**src/hdl/exec_map.svh**
```systemverilog
// offsets, field positions and opcode codes for the five-instruction executor
`ifndef EXEC_MAP_SVH
`define EXEC_MAP_SVH
`define OPC_TOP_LSB 6
`define OPC_OR_FILE 6'h04
`define OPC_COPY_FILE 6'h08
`define OPC_STORE_TOP 7'h01
`define OPC_LIT_TOP 4'hC
`define OPC_NOP 12'h000
`define DEST_BIT 5
`define FILE_MSB 4
`define FILE_DEPTH 32
`define LIT_MSB 7
`define ACC_RESET 8'h00
`define ZERO_RESET 1'b0
`endif

```
**src/hdl/exec_pkg.sv**
```systemverilog
// types for the five-instruction executor
package exec_pkg;
    typedef enum logic [2:0] {
        op_none,
        op_or_accumulator_with_file,
        op_copy_file_to_destination,
        op_load_literal_to_accumulator,
        op_store_accumulator_to_file,
        op_other
    } op_t;
    typedef struct packed {
        logic en;
        logic [4:0] addr;
        logic [7:0] data;
    } file_wr_t;
endpackage : exec_pkg

```
**src/hdl/file_ram.sv**
```systemverilog
// small 32 x 8 file register memory with registered read data
`timescale 1ns/1ps
module file_ram #(
    parameter int unsigned WIDTH = 8,
    parameter int unsigned DEPTH = 32
) (
    input wire logic clk,
    input wire logic wr_en,
    input wire logic [$clog2(DEPTH)-1:0] wr_addr,
    input wire logic [WIDTH-1:0] wr_data,
    input wire logic [$clog2(DEPTH)-1:0] rd_addr,
    output logic [WIDTH-1:0] rd_data
);
    logic [WIDTH-1:0] mem [DEPTH];

    initial begin
        if (DEPTH < 2 || WIDTH < 1) begin
            $error("file_ram: bad size");
        end
    end

    // read first, read registered; a same-cycle read sees the old value
    always_ff @(posedge clk) begin
        if (wr_en) begin
            mem[wr_addr] <= wr_data;
        end
        rd_data <= mem[rd_addr];
    end
endmodule : file_ram

```
**src/hdl/instr_exec.sv**
```systemverilog
// decode and execute for or/copy/literal/store/nop instructions
`timescale 1ns/1ps
`include "exec_map.svh"

////////////////////////////////////////////////////////////////////////////
// Contract
// - 0001 00df ffff ORs accumulator with file, sets zero flag, one cycle.
// - OR with d=0 writes accumulator, file untouched.
// - OR with d=1 writes file, accumulator untouched.
// - 0010 00df ffff forwards file value unchanged, one cycle.
// - copy with d=0 writes accumulator.
// - copy with d=1 writes value back to same file.
// - copy sets zero flag when value zero, clears otherwise.
// - 0000 001f ffff stores accumulator to file, no flag change.
module instr_exec
    import exec_pkg::*;
#(
    parameter int unsigned DATA_W = 8,
    parameter int unsigned INSTR_W = 12
) (
    input wire logic clk,
    input wire logic rst_b,
    input wire logic instr_valid,
    input wire logic [INSTR_W-1:0] instr,
    output logic [DATA_W-1:0] acc,
    output logic zero_flag,
    output logic done,
    output logic unknown_op,
    output logic [DATA_W-1:0] file_rd_data
);
    initial begin
        if (DATA_W != 8 || INSTR_W != 12) begin
            $error("instr_exec: only 8-bit data, 12-bit opcodes");
        end
    end

    ////////////////////////////////////////////////////////////////////////
    // decode
    // opcode map served here, top bits first:
    //   0000 0000 0000  nop
    //   0000 001f ffff  store accumulator to file
    //   0001 00df ffff  or accumulator with file
    //   0010 00df ffff  copy file to destination
    //   1100 kkkk kkkk  load literal to accumulator
    //   anything else   retires with unknown_op and no effect,
    //                   including 0000 000x xxxx other than nop
    // nop is tested first so that the zero word never reaches the
    // store pattern check
    function automatic op_t decode_op(input logic [11:0] w);
        if (w == `OPC_NOP) begin
            decode_op = op_none;
        end else if (w[11:`OPC_TOP_LSB] == `OPC_OR_FILE) begin
            decode_op = op_or_accumulator_with_file;
        end else if (w[11:`OPC_TOP_LSB] == `OPC_COPY_FILE) begin
            decode_op = op_copy_file_to_destination;
        end else if (w[11:8] == `OPC_LIT_TOP) begin
            decode_op = op_load_literal_to_accumulator;
        end else if (w[11:5] == `OPC_STORE_TOP) begin
            decode_op = op_store_accumulator_to_file;
        end else begin
            decode_op = op_other;
        end
    endfunction : decode_op

    // low five bits pick one of the 32 file registers
    function automatic logic [4:0] file_addr(input logic [11:0] w);
        file_addr = w[`FILE_MSB:0];
    endfunction : file_addr

    // shared by or and copy, which both report a zero result
    function automatic logic is_zero(input logic [7:0] v);
        is_zero = (v == 8'h00);
    endfunction : is_zero

    ////////////////////////////////////////////////////////////////////////
    // two-stage flow: the file read needs one edge from the memory
    // stage_* holds the word between taking it and executing it
    logic stage_valid;
    logic [11:0] stage_instr;
    logic next_stage_valid;
    logic [11:0] next_stage_instr;
    logic [DATA_W-1:0] rd_data;
    logic [DATA_W-1:0] next_acc;
    logic next_zero_flag;
    logic next_done;
    logic next_unknown_op;
    logic [DATA_W-1:0] next_file_rd_data;
    // single write port request, built afresh every cycle
    file_wr_t wr;
    op_t op;
    logic dest_file;
    logic [DATA_W-1:0] result;

    ////////////////////////////////////////////////////////////////////////
    // file memory; its read port follows the incoming word so that the
    // data is ready when that word reaches the execute stage
    file_ram #(
        .WIDTH(DATA_W),
        .DEPTH(`FILE_DEPTH)
    ) u_file (
        .clk(clk),
        .wr_en(wr.en),
        .wr_addr(wr.addr),
        .wr_data(wr.data),
        .rd_addr(file_addr(instr)),
        .rd_data(rd_data)
    );

    ////////////////////////////////////////////////////////////////////////
    // execute stage, one instruction per cycle
    // timing of one word:
    //   edge n   : word and valid taken, file read address applied
    //   edge n+1 : memory data ready, result written to acc or file,
    //              done and unknown_op pulse for one cycle
    // a word may follow every cycle; accumulator results forward
    // because the execute stage reads acc directly.
    // limitation: a file write by word n lands at edge n+1, while word
    // n+1 reads its file at that same edge and sees the old value; code
    // must keep one idle cycle or nop between a file write and a read
    // of the same address. no bypass, to keep the read path short.
    // defaults: hold state, no pulses, no write
    always_comb begin
        next_stage_valid = instr_valid;
        next_stage_instr = instr;
        next_acc = acc;
        next_zero_flag = zero_flag;
        next_done = 1'b0;
        next_unknown_op = 1'b0;
        next_file_rd_data = file_rd_data;
        op = decode_op(stage_instr);
        dest_file = stage_instr[`DEST_BIT];
        result = '0;
        wr = '0;
        if (stage_valid) begin
            next_done = 1'b1;
            unique case (op)
                op_or_accumulator_with_file: begin
                    result = acc | rd_data;
                    next_zero_flag = is_zero(result);
                    next_file_rd_data = rd_data;
                    if (dest_file) begin
                        wr.en = 1'b1;
                        wr.addr = file_addr(stage_instr);
                        wr.data = result;
                    end else begin
                        next_acc = result;
                    end
                end
                op_copy_file_to_destination: begin
                    result = rd_data;
                    next_file_rd_data = rd_data;
                    next_zero_flag = is_zero(result);
                    // write back same
                    // d=1 rewrites the same value, a cheap zero test
                    if (dest_file) begin
                        wr.en = 1'b1;
                        wr.addr = file_addr(stage_instr);
                        wr.data = result;
                    end else begin
                        next_acc = result;
                    end
                end
                op_load_literal_to_accumulator: begin
                    next_acc = stage_instr[`LIT_MSB:0];
                end
                op_store_accumulator_to_file: begin
                    wr.en = 1'b1;
                    wr.addr = file_addr(stage_instr);
                    wr.data = acc;
                end
                op_none: begin
                    next_acc = acc;
                end
                // words outside the five retire with no effect, so a
                // wider core can run them elsewhere in the same slot
                op_other: begin
                    next_unknown_op = 1'b1; // other jobs own these
                end
            endcase
        end
    end

    // registers only; synchronous active-low reset
    // a word taken on a reset edge is dropped and never retires; the
    // file memory is not cleared, so it is unknown until written
    always_ff @(posedge clk) begin
        if (!rst_b) begin
            stage_valid <= 1'b0;
            stage_instr <= '0;
            acc <= `ACC_RESET;
            zero_flag <= `ZERO_RESET;
            done <= 1'b0;
            unknown_op <= 1'b0;
            file_rd_data <= '0;
        end else begin
            stage_valid <= next_stage_valid;
            stage_instr <= next_stage_instr;
            acc <= next_acc;
            zero_flag <= next_zero_flag;
            done <= next_done;
            unknown_op <= next_unknown_op;
            file_rd_data <= next_file_rd_data;
        end
    end
endmodule : instr_exec
```
**config.mk**
```make
export PLATFORM = sky130hd
export DESIGN_NAME = instr_exec
export DESIGN_NICKNAME = d
export VERILOG_FILES = /design/src/hdl/exec_pkg.sv /design/src/hdl/file_ram.sv /design/src/hdl/instr_exec.sv
export VERILOG_INCLUDE_DIRS = /design/src /design/src/hdl
export SDC_FILE = /design/constraint.sdc
export NUM_CORES = 1
export LEC_CHECK = 0
export BUFFER_PORTS_ARGS = -buffer_cell sky130_fd_sc_hd__buf_2
export CAP_MARGIN = 10
export CORE_AREA = 2 2 182 184
export CTS_CLUSTER_DIAMETER = 80
export DETAILED_ROUTE_END_ITERATION = 16
export DIE_AREA = 0 0 184 186
export GPL_TIMING_DRIVEN = 1
export HOLD_SLACK_MARGIN = 0.1
export PLACE_DENSITY_LB_ADDON = 0.25
export RECOVER_POWER = 25
export SETUP_SLACK_MARGIN = 0.2
export SLEW_MARGIN = 30
export SYNTH_ARGS = -nofsm -noshare
export SYNTH_HDL_FRONTEND = slang
export SYNTH_SLANG_ARGS = --single-unit
```
**constraint.sdc**
```tcl
create_clock -name clk -period 3.3 [get_ports clk]
set_input_delay 0.495 -clock clk [delete_from_list [all_inputs] [get_ports clk]]
set_output_delay 0.495 -clock clk [all_outputs]
set_load 0.1 [all_outputs]
```
==> reports/results.env, run 1 <==
RUN_STATUS='finished, violations left'
VIOLATED_CHECKS='capacitance limit, slew limit'
SYNTHESIS.INSTANCES=694
SYNTH_AREA_LEADER_CELL='sky130_fd_sc_hd__edfxtp_1'
PLACEMENT.IO_BUFFERS=33
SYN_AREA_UM2=11700
YOSYSUNIQUECELLTYPES=46
DIE_AREA_UM2=34200
CTS_TREE='built'
DIE_H_UM=186
GP_ROUTABILITY_CONGESTION=0.820
DR_VIAS_CELL=5.39
TIMING.CLOCK.SKEW_NS=0.00896
N_ANTENNA_CELL=0
SYNTH_FF_TYPE='sky130_fd_sc_hd__edfxtp_1'
VDD_DROP_MAX_uV=393
TIMING.FINAL.HOLD_VIOLATIONS=0
AREA_GROWTH_SYN_TO_FIN_PCT=15.5
P_LEAK_uW=0.00416
DR_TOTAL_VIAS=6421
CLKTRANSATPATHREGS_NS=0.06
REQUIRED_TIME_AT_THE_ENDPOINT_OF_THE_CRITICAL_PATH_NS=3.47
POST-DP-HPWL_UM=17200
FINALSETUPTNS_NS=0
GLOBALROUTE.TOTALOVERFLOW=0
POST_ROUTE_CELLS_DRIVE_ABOVE_1_SHARE=0.175
ROUTE.DETAILED.DRC=0
H_TREE_LEVELS=1
POST_CTS_HOLD_BUFFER_COUNT=0
NUMCLOCKSINKS=296
YS_ASYNC_SR_FRACTION=0
DRT_PASS_1_ITERS=5
POST_CTS_BUFFERS=0
WORSTSETUPENDPOINTTYPE='flip-flop'
SETUP_VIOL=0
WL_UM=26900
HOLDCRITPATHCLASS='input port to flip-flop'
HOLD-WORST-SLACK_NS=0.150
POST_ROUTE_WORST_SETUP_SLACK_NS=0.385
LAYOUT.NETS=774
WORST-SETUP-PATH-TYPE='flip-flop to flip-flop'
FMAXACHIEVABLE_MHz=343
SYNTH_TOP_CELL_AREA_SHARE=0.655
FLOORPLAN.INITIALDENSITY=0.365
DRT_ITER0_DRC=709
GRT_SETUP_UNREPAIRED='false'
GRT_MAX_DEGREE=65
POST-ROUTE-MIN-PERIOD_NS=2.92
SYN_AVG_CELL_AREA_UM2=16.9
YOSYSSEQAREASHARE=0.723
POWER_DENSITY_nW_PER_UM2=585
POST_SYNTH_MAIN_AREA_CONTRIBUTORS='sky130_fd_sc_hd__edfxtp_1, sky130_fd_sc_hd__dfxtp_1, sky130_fd_sc_hd__mux2i_1'
DETAILEDPLACE.WORSTSLACK_NS=0.619
POST-ROUTE-PERIOD-UTIL=0.883
TOP_LEVEL_PORTS=34
POSTROUTEANTENNANETS=0
NUM_ROWS=66
TIMING.REG2REG.WORST_PATH_DEPTH=4
YOSYS_WARNINGS=0
CLK_PATH_BUF_DEPTH=3
ANTENNA_VIOLATIONS_BEFORE_REPAIR=0
WORST_PIN_SLEW_NS=1.50
CTS_RESIZED=0
DRT-WIRELENGTH-PER-CELL_UM=22.5
FP.DIEW_UM=184
GRT_PASS1_VIAS=6408
LARGEST_FANOUT_ON_THE_CRITICAL_PATH=8
NUMCTSBUFFERS=31
SYNTH_EDF_COUNT=256
FLOORPLAN.CORE_AREA_UM2=32200
WORSTPATHARRIVAL_NS=3.09
POSTSYNTHNETCOUNT=709
GROUTE.USAGE.OVERALL=0.156
NUMBER_OF_CELLS_ON_THE_WORST_HOLD_PATH=2
MAX_CAP_VIOLATIONS=1
N_FILL_CELL=2884
SLEW_VIOL_FINAL=40
CLK-INSERTION-DELAY-LATE_NS=0.55
POSTSYNTHREGISTERBITS=296
SLEW_HEADROOM=-0.000594
CTS.ROOT.BUFFER_CELL='sky130_fd_sc_hd__clkbuf_16'
CRITICAL_PATH.STARTPOINT_TYPE='flip-flop'
GRT_FIRST_PASS_WIRELENGTH_UM=39800
-- kinds of logic after synthesis --
kind of cell	Yosys count	synth area share
XOR/XNOR	1	0.00139
multiplexers	113	0.135
AND/OR/NAND/NOR	163	0.0718
flip-flops	296	0.723
AO/OA/AOI/OAI	76	0.0498
buffers and inverters	45	0.0194
-- state kept, by name, indices dropped and copies added (netlist names) --
name,flops
done,1
unknown_op,1
stage_instr,12
stage_valid,1
zero_flag,1
u_file.rd_data,8
u_file.mem,256
acc,8
file_rd_data,8
-- per-layer routing --
metal	routed length [um]	GRT usage
met1	12200	0.216
met3	1070	0.0219
met2	12900	0.260
met4	669	0.0410
met5	0	0
-- where the power goes --
group | switching (uW) | leakage, uW | internal (uW) | total, uW
Combinational | 205 | 0.00136 | 116 | 321
Sequential | 44.1 | 0.00227 | 4030 | 4080
Clock | 1360 | 0.000531 | 2170 | 3530
-- through the flow --
| step | util | area, um2 | total power (uW) | std cells |
|---|---|---|---|---|
| finish | 0.421 | 13600 | 7930 | 1192 |
| global route | 0.421 | 13600 | 8180 | 1192 |
| CTS | 0.424 | 13600 | 8010 | 1192 |
| detailed placement | 0.390 | 12600 | 4480 | 1134 |
| global placement | 0.390 | 12600 | 4480 | 1134 |
| floorplan | - | 11700 | 4390 | 694 |
-- cell usage after synthesis (2+ instances only) --
| library cell | instances |
|---|---|
| sky130_fd_sc_hd__nor4_1 | 6 |
| sky130_fd_sc_hd__nor2b_1 | 22 |
| sky130_fd_sc_hd__and3_1 | 2 |
| sky130_fd_sc_hd__nand2b_1 | 2 |
| sky130_fd_sc_hd__a21oi_1 | 10 |
| sky130_fd_sc_hd__nor3_1 | 6 |
| sky130_fd_sc_hd__buf_2 | 16 |
| sky130_fd_sc_hd__and4_1 | 2 |
| sky130_fd_sc_hd__a221oi_1 | 8 |
| sky130_fd_sc_hd__mux2i_1 | 73 |
| sky130_fd_sc_hd__mux4_1 | 11 |
| sky130_fd_sc_hd__nor2_1 | 40 |
| sky130_fd_sc_hd__mux4_2 | 21 |
| sky130_fd_sc_hd__inv_1 | 2 |
| sky130_fd_sc_hd__o32ai_1 | 8 |
| sky130_fd_sc_hd__nand4_1 | 4 |
| sky130_fd_sc_hd__edfxtp_1 | 256 |
| sky130_fd_sc_hd__dfxtp_1 | 40 |
| sky130_fd_sc_hd__a22oi_1 | 33 |
| sky130_fd_sc_hd__or3_1 | 2 |
| sky130_fd_sc_hd__and2_1 | 16 |
| sky130_fd_sc_hd__buf_6 | 3 |
| sky130_fd_sc_hd__clkbuf_1 | 21 |
| sky130_fd_sc_hd__buf_1 | 2 |
| sky130_fd_sc_hd__mux2_2 | 8 |
| sky130_fd_sc_hd__nand3_1 | 28 |
| sky130_fd_sc_hd__nand2_1 | 26 |
| sky130_fd_sc_hd__a22o_1 | 8 |
-- critical path: stages, from the launching register on --
cell and delay, ns:
sky130_fd_sc_hd__dfxtp_1 0.34, sky130_fd_sc_hd__nor4_1 0.93, sky130_fd_sc_hd__and4_1 0.39, sky130_fd_sc_hd__nand2_1 0.15
sky130_fd_sc_hd__nor2_1 0.72
-- cells in the final DEF, fill, tap and decap left out, types with 4 or more instances in the layout --
cell	count
sky130_fd_sc_hd__clkbuf_8	8
sky130_fd_sc_hd__buf_2	12
sky130_fd_sc_hd__nor2_1	33
sky130_fd_sc_hd__mux2_2	8
sky130_fd_sc_hd__edfxtp_1	256
sky130_fd_sc_hd__mux2i_1	73
sky130_fd_sc_hd__nor2_2	8
sky130_fd_sc_hd__mux4_2	21
sky130_fd_sc_hd__nand4_1	4
sky130_fd_sc_hd__a21oi_1	10
sky130_fd_sc_hd__clkbuf_2	4
sky130_fd_sc_hd__nor2b_1	22
sky130_fd_sc_hd__a22oi_1	33
sky130_fd_sc_hd__a22o_1	8
sky130_fd_sc_hd__buf_4	33
sky130_fd_sc_hd__nor3_1	6
sky130_fd_sc_hd__o32ai_1	8
sky130_fd_sc_hd__dfxtp_1	40
sky130_fd_sc_hd__and2_0	8
sky130_fd_sc_hd__a221oi_1	8
sky130_fd_sc_hd__clkbuf_16	33
sky130_fd_sc_hd__mux4_1	11
sky130_fd_sc_hd__nand2_1	26
sky130_fd_sc_hd__clkbuf_1	33
sky130_fd_sc_hd__and2_1	8
sky130_fd_sc_hd__nand3_1	28
sky130_fd_sc_hd__nor4_1	7
-- final cells by class --
| class | count | area [um2] | area share |
|---|---|---|---|
| clock inverters | 7 | 92.6 | 0.00683 |
| repair buffers | 75 | 472 | 0.0348 |
| clock buffers | 51 | 976 | 0.0720 |
| flip-flops and latches | 296 | 8490 | 0.626 |
| multi-input cells | 353 | 3020 | 0.222 |
| inverters | 2 | 7.51 | 0.000554 |
| well taps | 408 | 510 | 0.0376 |
-- worst paths after layout --
check	startpoint	to	slack, ns
setup / recovery	stage_instr[6]$_SDFF_PN0_	u_file.mem[10][6]$_DFFE_PP_	0.38
hold / removal	instr[5]	stage_instr[5]$_SDFF_PN0_	0.15
setup reg to reg	stage_instr[6]$_SDFF_PN0_	u_file.mem[10][6]$_DFFE_PP_	0.38
hold reg to reg	zero_flag$_SDFFE_PN0P_	zero_flag$_SDFFE_PN0P_	0.49
Power figures use the tool's default switching activity.
==> run 2, diff against run 1 <==
--- a/config.mk
+++ b/config.mk
@@ -6,12 +6,13 @@
 export SDC_FILE = /design/constraint.sdc
 export NUM_CORES = 1
 export LEC_CHECK = 0
+export ABC_AREA = 1
 export BUFFER_PORTS_ARGS = -buffer_cell sky130_fd_sc_hd__buf_2
 export CAP_MARGIN = 10
-export CORE_AREA = 2 2 182 184
+export CORE_AREA = 2 2 186 188
 export CTS_CLUSTER_DIAMETER = 80
 export DETAILED_ROUTE_END_ITERATION = 16
-export DIE_AREA = 0 0 184 186
+export DIE_AREA = 0 0 188 190
 export GPL_TIMING_DRIVEN = 1
 export HOLD_SLACK_MARGIN = 0.1
 export PLACE_DENSITY_LB_ADDON = 0.25
==> run 2 against run 1 <==
  * Cell area rose by 4.7%
  * Largest power group unchanged
  * Synthesized area rose by 5.5%
  * Clock-buffer cell count fell by 13
  * Critical path depth rose by 6
  * Register-to-register slack improved by 0.27 ns
  * The run now ends clean
  * Worst hold slack got worse by 0.034 ns
  * Clock skew rose by 0.0061 ns
  * Global-route usage rose by 2.4 points
  * Cell count rose by 46%
==> reports/results.env, run 2 <==
N_ANTENNA_CELL=0
HOLDCRITPATHCLASS='input port to flip-flop'
WORST-SETUP-PATH-TYPE='flip-flop to flip-flop'
POSTROUTEANTENNANETS=0
POST-DP-HPWL_UM=19500
POST-ROUTE-MIN-PERIOD_NS=2.64
FP.DIEW_UM=188
LARGEST_REG_FLOPS=256
POST_CTS_BUFFERS=0
CTS.ROOT.BUFFER_CELL='sky130_fd_sc_hd__clkbuf_16'
MOSTFREQUENTLAYOUTCELL='sky130_fd_sc_hd__nand2_1'
WORST_R2R_ENDPOINT='u_file.mem[31][0]$_DFFE_PP_'
SYNTH_TOP_CELL_AREA_SHARE=0.620
WORSTPATHARRIVAL_NS=2.95
SYNTHTOPCELLSBYCOUNT='sky130_fd_sc_hd__nand2_1, sky130_fd_sc_hd__edfxtp_1, sky130_fd_sc_hd__nand3_1, sky130_fd_sc_hd__nor2_1, sky130_fd_sc_hd__inv_1'
DR_VIAS_CELL=4.92
WL_UM=32000
TIMING.FINAL.HOLD_VIOLATIONS=0
FMAXACHIEVABLE_MHz=379
LAYOUT.NETS=1276
CLK-INSERTION-DELAY-LATE_NS=0.57
SLEW_VIOL_FINAL=0
NUM_ROWS=68
SYN_AVG_CELL_AREA_UM2=10.3
FINALSETUPTNS_NS=0
POST_ROUTE_WORST_SETUP_SLACK_NS=0.659
SLEW_HEADROOM=0.0483
SYN_AREA_UM2=12400
DIE_AREA_UM2=35700
GRT_FIRST_PASS_WIRELENGTH_UM=49000
P_LEAK_uW=0.00535
H_TREE_LEVELS=1
RUN_STATUS='finished clean'
NUMCTSBUFFERS=31
DETAILEDPLACE.WORSTSLACK_NS=0.762
YS_ASYNC_SR_FRACTION=0
SYNTH_EDF_COUNT=256
MAX_FLOP_REGISTER='u_file.mem'
POWER_DENSITY_nW_PER_UM2=564
CTS_TREE='built'
CPLARGESTDELAYFAMILY='buffers and inverters'
YOSYS_WARNINGS=0
SYNTH_FF_TYPE='sky130_fd_sc_hd__edfxtp_1'
FLOORPLAN.CORE_AREA_UM2=33900
CRIT_CELLS=10
DR_TOTAL_VIAS=8571
AREA_GROWTH_SYN_TO_FIN_PCT=14.6
REGTOREGSTARTPOINT='stage_instr[9]$_SDFF_PN0_'
GLOBALROUTE.TOTALOVERFLOW=0
WORSTSETUPENDPOINTTYPE='flip-flop'
SETUP_VIOL=0
CLK_PATH_BUF_DEPTH=3
TIMING.REG2REG.WORST_PATH_DEPTH=10
DRT_ITER0_DRC=796
YOSYSUNIQUECELLTYPES=29
POSTSYNTHREGISTERBITS=296
WORST_PIN_SLEW_NS=1.43
CRITICAL_PATH.CELL_CHAIN='inv_1 -> nor2_2 -> nand3_1 -> clkbuf_1 -> inv_1 -> nand3_1 -> o21ai_0 -> o21ai_0 -> inv_1 -> buf_4'
WORST-R2R-SETUP-SLACK_NS=0.66
GP_ROUTABILITY_CONGESTION=0.879
PLACEMENT.IO_BUFFERS=33
ROUTE.DETAILED.DRC=0
SYNTH_AREA_LEADER_CELL='sky130_fd_sc_hd__edfxtp_1'
GRT_PASS1_VIAS=8194
BIGGESTREGSBYFLOPS='u_file.mem (256), stage_instr (12)'
DRT-WIRELENGTH-PER-CELL_UM=18.4
SYNTH_MOST_COMMON_CELL='sky130_fd_sc_hd__nand2_1'
FLOORPLAN.INITIALDENSITY=0.365
POST_SYNTH_MAIN_AREA_CONTRIBUTORS='sky130_fd_sc_hd__edfxtp_1, sky130_fd_sc_hd__nand2_1, sky130_fd_sc_hd__nand3_1'
VDD_DROP_MAX_uV=347
MOST-COMMON-LAYOUT-CELLS='sky130_fd_sc_hd__nand2_1, sky130_fd_sc_hd__edfxtp_1, sky130_fd_sc_hd__nand3_1, sky130_fd_sc_hd__nor2_1, sky130_fd_sc_hd__inv_1'
BUFFERS_PLUS_INVERTERS_ON_THE_WORST_SETUP_PATH=5
CRITICAL_PATH.STARTPOINT_TYPE='flip-flop'
CLKTRANSATPATHREGS_NS=0.06
YOSYSSEQAREASHARE=0.685
WORST_PATH_MOST_REPEATED_CELL='sky130_fd_sc_hd__inv_1'
GRT_MAX_DEGREE=97
CPPEAKSTAGEDELAY_NS=0.53
ANTENNA_VIOLATIONS_BEFORE_REPAIR=0
MAX_CAP_VIOLATIONS=0
POSTSYNTHNETCOUNT=1223
TOP_LEVEL_PORTS=34
TIMING.CRITICAL_PATH.SLOWEST_STAGE_CELL='sky130_fd_sc_hd__clkbuf_1'
REQUIRED_TIME_AT_THE_ENDPOINT_OF_THE_CRITICAL_PATH_NS=3.60
DIE_H_UM=190
TIMING.CLOCK.SKEW_NS=0.0151
CRIT_END='u_file.mem[31][0]$_DFFE_PP_'
NUMCLOCKSINKS=296
POST_CTS_HOLD_BUFFER_COUNT=0
POST_ROUTE_CELLS_DRIVE_ABOVE_1_SHARE=0.0972
GRT_SETUP_UNREPAIRED='false'
GROUTE.USAGE.OVERALL=0.180
CRIT_START='stage_instr[9]$_SDFF_PN0_'
SYNTHESIS.INSTANCES=1208
LARGEST_FANOUT_ON_THE_CRITICAL_PATH=17
POST-ROUTE-PERIOD-UTIL=0.800
CTS_RESIZED=0
DRT_PASS_1_ITERS=5
run 2: cell count changes after synthesis, moves of 21 or more:
cell                      previous run  this run
sky130_fd_sc_hd__nand2_1            26       431
sky130_fd_sc_hd__nand3_1            28       208
sky130_fd_sc_hd__mux2i_1            73         0
sky130_fd_sc_hd__inv_1               2        55
sky130_fd_sc_hd__nor2_1             40        82
sky130_fd_sc_hd__a22oi_1            33         0
sky130_fd_sc_hd__o21ai_0             1        24
sky130_fd_sc_hd__nor2b_1            22         0
sky130_fd_sc_hd__mux4_2             21         0
run 2: kinds of logic (layout without fill, tap and decap cells):
kind of cell	count (synthesis)	in the layout	synth area share
flops	296	296	0.685
compound gates	43	43	0.0202
buf+inv	122	200	0.0407
simple gates	747	747	0.254
run 2: worst min path at each step:
stage                         startpoint                            to  cells past startpoint
2_1_floorplan  u_file.rd_data[2]$_DFF_P_  file_rd_data[2]$_SDFFE_PN0P_                      2
3_3_place_gp         acc[0]$_SDFFE_PN0P_           acc[0]$_SDFFE_PN0P_                      2
3_5_place_dp         acc[0]$_SDFFE_PN0P_           acc[0]$_SDFFE_PN0P_                      2
4_1_cts                         instr[6]     stage_instr[6]$_SDFF_PN0_                      3
5_1_grt                        instr[10]    stage_instr[10]$_SDFF_PN0_                      3
6_report                        instr[6]     stage_instr[6]$_SDFF_PN0_                      3
run 2: metal layers:
layer  up-vias  routed length, um  share of wire  track usage
met5         -                  0              0            0
li1       4184                  -              -            -
met1      4087              14600           0.46        0.250
met2       248              15200           0.48        0.298
met3        52               1530          0.048       0.0227
met4         0                662          0.021       0.0482
run 2: where the power goes:
group	internal (uW)	total, uW	switching (uW)
Clock	1960	3420	1460
Combinational	139	519	380
Sequential	4040	4060	28.4
Total	6140	8000	1860
run 2: final cells by class:
type	instances	area, um2
Fill cell	3282	19700
Sequential cell	296	8490
Multi-Input combinational cell	790	3370
Clock buffer	38	832
Tap cell	455	569
Timing Repair Buffer	82	533
Inverter	60	226
Clock inverter	20	180
run 2: metrics by stage:
stage	total power, uW	instance area [um2]	cells	hold WS (ns)	utilization
after floorplan	4510	12400	1208	0.466	-
after global placement	4660	13300	1683	0.488	0.391
after detailed placement	4670	13300	1683	0.496	0.391
after CTS	8070	14300	1741	0.103	0.421
after global routing	8270	14200	1741	0.119	0.418
final	8000	14200	1741	0.116	0.418
run 2: worst min-delay path: stages:
cell and delay, ns:
sky130_fd_sc_hd__buf_2 0.07, sky130_fd_sc_hd__nand2_1 0.04, sky130_fd_sc_hd__inv_1 0.04
